### config.mk
export PLATFORM = sky130hd
export DESIGN_NAME = xmi_top
export DESIGN_NICKNAME = d
export VERILOG_FILES = /design/src/pkg/xmi_pkg.sv /design/src/logic/xmi_decode.sv /design/src/logic/xmi_top.sv
export SDC_FILE = /design/constraint.sdc
export NUM_CORES = 1
export LEC_CHECK = 0
export ABC_AREA = 0
export BUFFER_PORTS_ARGS = -buffer_cell sky130_fd_sc_hd__buf_4
export CORE_ASPECT_RATIO = 1.5
export CORE_MARGIN = 1.5
export CORE_UTILIZATION = 45
export CTS_CLUSTER_DIAMETER = 30
export DETAILED_ROUTE_END_ITERATION = 12
export PLACE_DENSITY = 0.74
export SLEW_MARGIN = 20
export SYNTH_ARGS = -nofsm -noshare
export SYNTH_HDL_FRONTEND = slang
export SYNTH_HIERARCHICAL = 1
export SYNTH_SLANG_ARGS = --single-unit
export TNS_END_PERCENT = 100
### constraint.sdc
create_clock -name clk -period 3.6 [get_ports clk]
set_input_delay 0.36 -clock clk [delete_from_list [all_inputs] [get_ports clk]]
set_output_delay 0.36 -clock clk [all_outputs]
set_load 0.03 [all_outputs]
### src/pkg/xmi_pkg.sv
// Constants and types for the external data memory interface
package xmi_pkg;
    localparam int ADDR_W          = 16;
    localparam int DATA_W          = 8;
    // Configuration field positions
    localparam int CFG_MUX_BIT     = 4;
    localparam int CFG_MODE_LO     = 2;
    localparam logic [2:0] MODE_NM16_A = 3'h5;
    localparam logic [2:0] MODE_NM16_B = 3'h6;
    localparam logic [2:0] MODE_NM16_C = 3'h7;
    localparam logic [7:0] CFG_RESET   = 8'h00;
    localparam logic [7:0] PAGE_RESET  = 8'h00;
    localparam logic [15:0] PTR_RESET  = 16'h0000;
    // On-chip memory map
    localparam logic [15:0] RAM_BASE   = 16'h0000;
    localparam int RAM_BYTES_DEF       = 4096;
    localparam logic [15:0] FIFO_BASE  = 16'h1000;
    localparam int FIFO_BYTES          = 1024;
    // Bus phase lengths in clock cycles
    localparam int ALE_CYC             = 1;
    localparam int HOLD_CYC            = 1;
    localparam int STROBE_CYC          = 3; // Two sync flops need the third strobe cycle
    typedef enum logic [1:0] {
        XMI_SEL_NONE,
        XMI_SEL_RAM,
        XMI_SEL_FIFO,
        XMI_SEL_EXT
    } xmi_sel_t;
endpackage : xmi_pkg
### src/logic/xmi_decode.sv
// Address decoder: on-chip RAM, mapped USB FIFO space or the external bus
`timescale 1ns/1ps
module xmi_decode import xmi_pkg::*; #(
    parameter int RAM_BYTES = RAM_BYTES_DEF
) (
    // Address and options
    input  wire logic [15:0] addr,
    input  wire logic        fifo_map_en,
    // Decision
    output xmi_sel_t         sel
);
    if (RAM_BYTES != 4096 && RAM_BYTES != 2048) begin : g_bad_ram
        $error("RAM_BYTES must be 2048 or 4096");
    end

    localparam logic [16:0] RAM_END  = 17'(RAM_BYTES);
    localparam logic [16:0] FIFO_END = 17'(FIFO_BASE) + 17'(FIFO_BYTES);

    always_comb begin
        if ({1'b0, addr} < RAM_END)
            sel = XMI_SEL_RAM;
        else if (fifo_map_en && addr >= FIFO_BASE && {1'b0, addr} < FIFO_END)
            sel = XMI_SEL_FIFO;
        else
            sel = XMI_SEL_EXT;
    end
endmodule : xmi_decode

### src/logic/xmi_top.sv
// External data memory interface: address forming, decode and bus sequencing
`timescale 1ns/1ps
module xmi_top import xmi_pkg::*; #(
    parameter int RAM_BYTES = RAM_BYTES_DEF
) (
    // Clock and reset
    input  wire logic        clk,
    input  wire logic        rst_n,
    // Core register writes
    input  wire logic        page_wr,
    input  wire logic        cfg_wr,
    input  wire logic        ptr_hi_wr,
    input  wire logic        ptr_lo_wr,
    input  wire logic [7:0]  reg_wdata,
    input  wire logic        fifo_map_en,
    input  wire logic        flash_target,
    // Core move request
    input  wire logic        mv_req,
    input  wire logic        mv_write,
    input  wire logic        mv_short,
    input  wire logic [7:0]  mv_ri,
    input  wire logic [7:0]  mv_wdata,
    output logic             mv_busy,
    output logic             mv_done,
    output logic [7:0]       mv_rdata,
    // Register readback
    output logic [7:0]       ext_page_register,
    output logic [7:0]       ext_bus_config,
    output logic [7:0]       pointer_high_byte,
    output logic [7:0]       pointer_low_byte,
    // On-chip RAM and FIFO port
    output logic             ram_en,
    output logic             fifo_en,
    output logic             mem_we,
    output logic [15:0]      mem_addr,
    output logic [7:0]       mem_wdata,
    input  wire logic [7:0]  ram_rdata,
    input  wire logic [7:0]  fifo_rdata,
    // Flash write path
    output logic             flash_en,
    // External bus pins
    output logic [7:0]       addr_hi_o,
    output logic [7:0]       addr_lo_o,
    output logic [7:0]       ad_o,
    output logic             ad_oe,
    input  wire logic [7:0]  ad_i,
    output logic             ale_o,
    output logic             rd_n_o,
    output logic             wr_n_o
);
    typedef enum logic [2:0] {
        ST_IDLE,
        ST_ONCHIP,
        ST_ALE,
        ST_HOLD,
        ST_STROBE,
        ST_DONE
    } xmi_state_t;

    logic        rst_s1_r, rst_s2_r;
    logic [7:0]  ad_s1_r, ad_s2_r;
    logic [7:0]  page_r, cfg_r;
    logic [15:0] ptr_r;
    logic [15:0] eff_addr;
    logic [15:0] addr_r;
    logic        wr_r;
    logic [7:0]  wdata_r;
    logic [7:0]  rdata_r;
    xmi_sel_t    sel, sel_r;
    xmi_state_t  state_r, state_nxt;
    logic [1:0]  cnt_r;
    logic        mux_mode;
    logic        nm16;
    logic        done_r;

    // Reset release synchroniser
    always_ff @(posedge clk or negedge rst_n) begin
        if (!rst_n) begin
            rst_s1_r <= 1'b0;
            rst_s2_r <= 1'b0;
        end else begin
            rst_s1_r <= 1'b1;
            rst_s2_r <= rst_s1_r;
        end
    end

    // Pin inputs from the external bus
    always_ff @(posedge clk or negedge rst_s2_r) begin
        if (!rst_s2_r) begin
            ad_s1_r <= 8'h00;
            ad_s2_r <= 8'h00;
        end else begin
            ad_s1_r <= ad_i;
            ad_s2_r <= ad_s1_r;
        end
    end

    // Page, configuration and pointer registers
    always_ff @(posedge clk or negedge rst_s2_r) begin
        if (!rst_s2_r) begin
            page_r <= PAGE_RESET;
            cfg_r  <= CFG_RESET;
            ptr_r  <= PTR_RESET;
        end else begin
            if (page_wr)
                page_r <= reg_wdata;
            if (cfg_wr)
                cfg_r <= reg_wdata;
            if (ptr_hi_wr)
                ptr_r[15:8] <= reg_wdata;
            if (ptr_lo_wr)
                ptr_r[7:0] <= reg_wdata;
        end
    end

    assign ext_page_register = page_r;
    assign ext_bus_config    = cfg_r;
    assign pointer_high_byte = ptr_r[15:8];
    assign pointer_low_byte  = ptr_r[7:0];

    // Effective address: page plus Ri, or the full pointer
    assign eff_addr = mv_short ? {page_r, mv_ri}
                               : ptr_r;

    // Multiplexed when bit 4 is clear
    assign mux_mode = !cfg_r[CFG_MUX_BIT];
    assign nm16 = (cfg_r[CFG_MODE_LO+2:CFG_MODE_LO] == MODE_NM16_A)
               || (cfg_r[CFG_MODE_LO+2:CFG_MODE_LO] == MODE_NM16_B)
               || (cfg_r[CFG_MODE_LO+2:CFG_MODE_LO] == MODE_NM16_C);

    xmi_decode #(
        .RAM_BYTES   (RAM_BYTES)
    ) u_decode (
        .addr        (eff_addr),
        .fifo_map_en (fifo_map_en),
        .sel         (sel)
    );

    // Bus sequencer
    always_comb begin
        state_nxt = state_r;
        unique case (state_r)
            ST_IDLE: begin
                if (mv_req && !flash_target) begin
                    if (sel == XMI_SEL_EXT)
                        state_nxt = (mux_mode && !nm16) ? ST_ALE : ST_STROBE;
                    else
                        state_nxt = ST_ONCHIP;
                end else if (mv_req)
                    state_nxt = ST_DONE;
            end
            ST_ONCHIP: state_nxt = ST_DONE;
            ST_ALE:    if (cnt_r == 2'(ALE_CYC - 1)) state_nxt = ST_HOLD;
            ST_HOLD:   if (cnt_r == 2'(HOLD_CYC - 1)) state_nxt = ST_STROBE;
            ST_STROBE: if (cnt_r == 2'(STROBE_CYC - 1)) state_nxt = ST_DONE;
            ST_DONE:   state_nxt = ST_IDLE;
        endcase
    end

    always_ff @(posedge clk or negedge rst_s2_r) begin
        if (!rst_s2_r) begin
            state_r <= ST_IDLE;
            cnt_r   <= 2'h0;
        end else begin
            state_r <= state_nxt;
            cnt_r   <= (state_nxt != state_r) ? 2'h0 : cnt_r + 2'h1;
        end
    end

    // Capture of the request
    always_ff @(posedge clk or negedge rst_s2_r) begin
        if (!rst_s2_r) begin
            addr_r  <= 16'h0000;
            wr_r    <= 1'b0;
            wdata_r <= 8'h00;
            sel_r   <= XMI_SEL_NONE;
        end else if (state_r == ST_IDLE && mv_req) begin
            addr_r  <= eff_addr;
            wr_r    <= mv_write;
            wdata_r <= mv_wdata;
            sel_r   <= flash_target ? XMI_SEL_NONE : sel;
        end
    end

    // Read data: on-chip after one cycle, external at the strobe's end
    always_ff @(posedge clk or negedge rst_s2_r) begin
        if (!rst_s2_r) begin
            rdata_r <= 8'h00;
            done_r  <= 1'b0;
        end else begin
            done_r <= (state_nxt == ST_DONE) && (state_r != ST_DONE);
            if (state_r == ST_ONCHIP && !wr_r)
                rdata_r <= (sel_r == XMI_SEL_FIFO) ? fifo_rdata : ram_rdata;
            else if (state_r == ST_STROBE && state_nxt == ST_DONE && !wr_r)
                rdata_r <= ad_s2_r; // Sync delay: sees the pins from the strobe's first cycle
        end
    end

    assign mv_busy  = (state_r != ST_IDLE);
    assign mv_done  = done_r;
    assign mv_rdata = rdata_r;

    // On-chip memory port
    assign ram_en    = (state_r == ST_ONCHIP) && (sel_r == XMI_SEL_RAM);
    assign fifo_en   = (state_r == ST_ONCHIP) && (sel_r == XMI_SEL_FIFO);
    assign mem_we    = (state_r == ST_ONCHIP) && wr_r;
    assign mem_addr  = addr_r;
    assign mem_wdata = wdata_r;
    assign flash_en  = (state_r == ST_IDLE) && mv_req && flash_target && mv_write;

    // External pins
    logic ext_act;
    logic mux_cyc;
    assign ext_act = (state_r == ST_ALE) || (state_r == ST_HOLD) || (state_r == ST_STROBE);
    assign mux_cyc = mux_mode && !nm16;

    always_ff @(posedge clk or negedge rst_s2_r) begin
        if (!rst_s2_r) begin
            addr_hi_o <= 8'h00;
            addr_lo_o <= 8'h00;
            ad_o      <= 8'h00;
            ad_oe     <= 1'b0;
            ale_o     <= 1'b0;
            rd_n_o    <= 1'b1;
            wr_n_o    <= 1'b1;
        end else begin
            addr_hi_o <= (state_nxt == ST_IDLE) ? 8'h00 : addr_r[15:8];
            if (state_r == ST_IDLE && mv_req) begin
                addr_hi_o <= eff_addr[15:8];
                addr_lo_o <= eff_addr[7:0];
            end
            ale_o  <= (state_nxt == ST_ALE);
            rd_n_o <= !((state_nxt == ST_STROBE) && !mv_write_hold(state_r, wr_r, mv_write));
            wr_n_o <= !((state_nxt == ST_STROBE) && mv_write_hold(state_r, wr_r, mv_write));
            if (state_nxt == ST_ALE) begin
                ad_o  <= eff_addr[7:0];
                ad_oe <= 1'b1;
            end else if (state_nxt == ST_HOLD && mux_cyc) begin
                ad_o  <= addr_r[7:0];
                ad_oe <= 1'b1;
            end else if (state_nxt == ST_STROBE) begin
                ad_o  <= (state_r == ST_IDLE) ? mv_wdata : wdata_r;
                ad_oe <= (state_r == ST_IDLE) ? mv_write : wr_r;
            end else begin
                ad_oe <= 1'b0;
            end
            if (!ext_act && state_nxt == ST_IDLE)
                addr_lo_o <= addr_lo_o;
        end
    end

    function automatic logic mv_write_hold(input xmi_state_t st, input logic held,
                                           input logic live);
        mv_write_hold = (st == ST_IDLE) ? live : held;
    endfunction : mv_write_hold
endmodule : xmi_top

==> metrics.yaml <==
syn_nets: 476
wl_mm: 12.5
setup-violations-final: 0
cts_tree: "done"
finalHoldViolations: 0
drc: 0
final_cell_mix: "buf_4 (159), dfrtp_1 (116), mux2_2 (49)"
fin_hold_ws_ns: 0.0631
placementRows: 47
wl_per_cell_um: 17.0
cp_data_required_time_ns: 3.89
antennaDiodeCount: 0
synth.avg_cell_area_um2: 12.2
io_pins: 157
clk_pin_slew_worst_paths_ns: 0.06
skew_ns: 0.00484
path_class: "reg -> reg"
arrival_ns: 3.41
crit_path_max_fanout: 8
tightestPinTransition_ns: 0.959
final_max_slew_viol_count: 0
timing.final.crit_share_pct: 86.5
gp_congestion: 0.891
grtUsageTotal_pct: 22.0
setup_ws_ns: 0.484
die_h_um: 133
powerDensity_nw_per_um2: 980
wl_met3_um: 727
r2r_setup_slack_ns: 0.48
die_x_um: 89.7
rsz0062_at_grt: "false"
drv_cap: 0
start_kind: "register"
drtPass1Iterations: 4
grt_pass1_vias: 3809
final_common_cell: "buf_4"
clkLatencyLatePin_ns: 0.40
post_cts_buffers: 0
seq_area_um2: 2980
cts_root_buffer: "clkbuf_16"
io_buffers: 156
relSlewSlack_pct: 35.8
status: "complete, no violations"
die-area_um2: 11900
area_delta_synth_final_pct: 39.4
setup-tns-final_ns: 0
fin_nets: 634
drive_above_1_share_pct: 43.9
start_util_pct: 46.1
dp_hpwl_mm: 9.15
hold_path.class: "in -> reg"
fmax_mhz: 321
synthesis.area_um2: 5070
dp_slack_ns: 0.218
cp-end-kind: "register"
synth_cells: 415
cts_buffers: 17
grt_pass1_wl_mm: 19.5
grt_antenna_before_repair: 0
vdd_ir_drop_max_mv: 0.413
wl_met1_mm: 4.78
gr-total-overflow: 0
ys_warn_count: 6
finalPower_mw: 6.92
fillers: 865
cts_max_level: 4
cts.sinks: 119
grt_max_degree: 63
vias: 3769
final_antenna_net_count: 0
multi_input_comb_area_um2: 1910
period_needed_ns: 3.12
fin_util_pct: 64.3
core_area_um2: 11000
drt_iter0_drc: 168
viasPerCell: 5.14
leakagePower_nw: 3.33
wl_met2_mm: 6.73
routed.top_layer: "met4"
clockBufferDepth: 2
[final timing paths]
| path | startpoint | end | cells after the start |
|---|---|---|---|
| setup reg to reg | ext_page_register[6] | mv_rdata[6] | 9 |
| max in group asynchronous | rst_s2_r | rd_n_o | 1 |
| hold / removal | ad_i[1] | ad_s1_r[1] | 1 |
| min in group asynchronous | rst_n | rst_s2_r | 2 |
| setup / recovery | ext_page_register[6] | mv_rdata[6] | 9 |
| hold reg to reg | ad_s1_r[0] | ad_s2_r[0] | 0 |
[timing repair]
item	CTS	global route
hold buffers	1	0
endpoints found under the hold margin	2	0
resized for setup	0	0
[registers in the layout, summed over array words and instances, names as in the netlist]
name / flops
rst_s2_r: 1
sel_r: 2
ad_s1_r: 8
ad_s2_r: 8
mem_addr: 16
rst_s1_r: 1
wr_r: 1
state_r: 3
ext_bus_config: 8
ale_o: 1
mv_rdata: 8
rd_n_o: 1
cnt_r: 2
mv_done: 1
ext_page_register: 8
addr_lo_o: 8
ad_o: 8
ptr_r: 16
wr_n_o: 1
ad_oe: 1
addr_hi_o: 8
mem_wdata: 8
[metrics by stage]
step | cells | area, µm²
after floorplan | 415 | 5070
after global placement | 700 | 6370
after detailed placement | 700 | 6370
after CTS | 733 | 7060
after global routing | 733 | 7070
final | 733 | 7070
[routing by layer]
layer  vias to the layer above  track usage [%]
met5                         -                0
met4                         0             8.12
met3                        15             5.55
met2                       138             37.3
met1                      1848             26.4
li1                       1768                -
[critical path, cell delays in order (launching register included)]
cell and delay, ns:
dfrtp_1 0.41, mux2i_1 0.25, inv_1 0.08, nor3_2 0.19, nand4_1 0.23, and4b_1 0.29
o31a_1 0.38, or3_1 0.33, a211o_1 0.48, mux2_4 0.36
[area by class of cell]
cell class	count	area share, %
Clock buffer	20	6.46
Inverter	22	1.17
Multi-Input combinational cell	252	27.1
Clock inverter	12	3.15
Sequential cell	119	42.2
Timing Repair Buffer	161	17.3
Tap cell	147	2.60
[power by group]
group          switching (mW)  internal, mW
registers               0.339          1.78
logic                    1.70          1.18
clock network           0.587          1.33
total                    2.63          4.29
(Power assumes the default switching activity.)
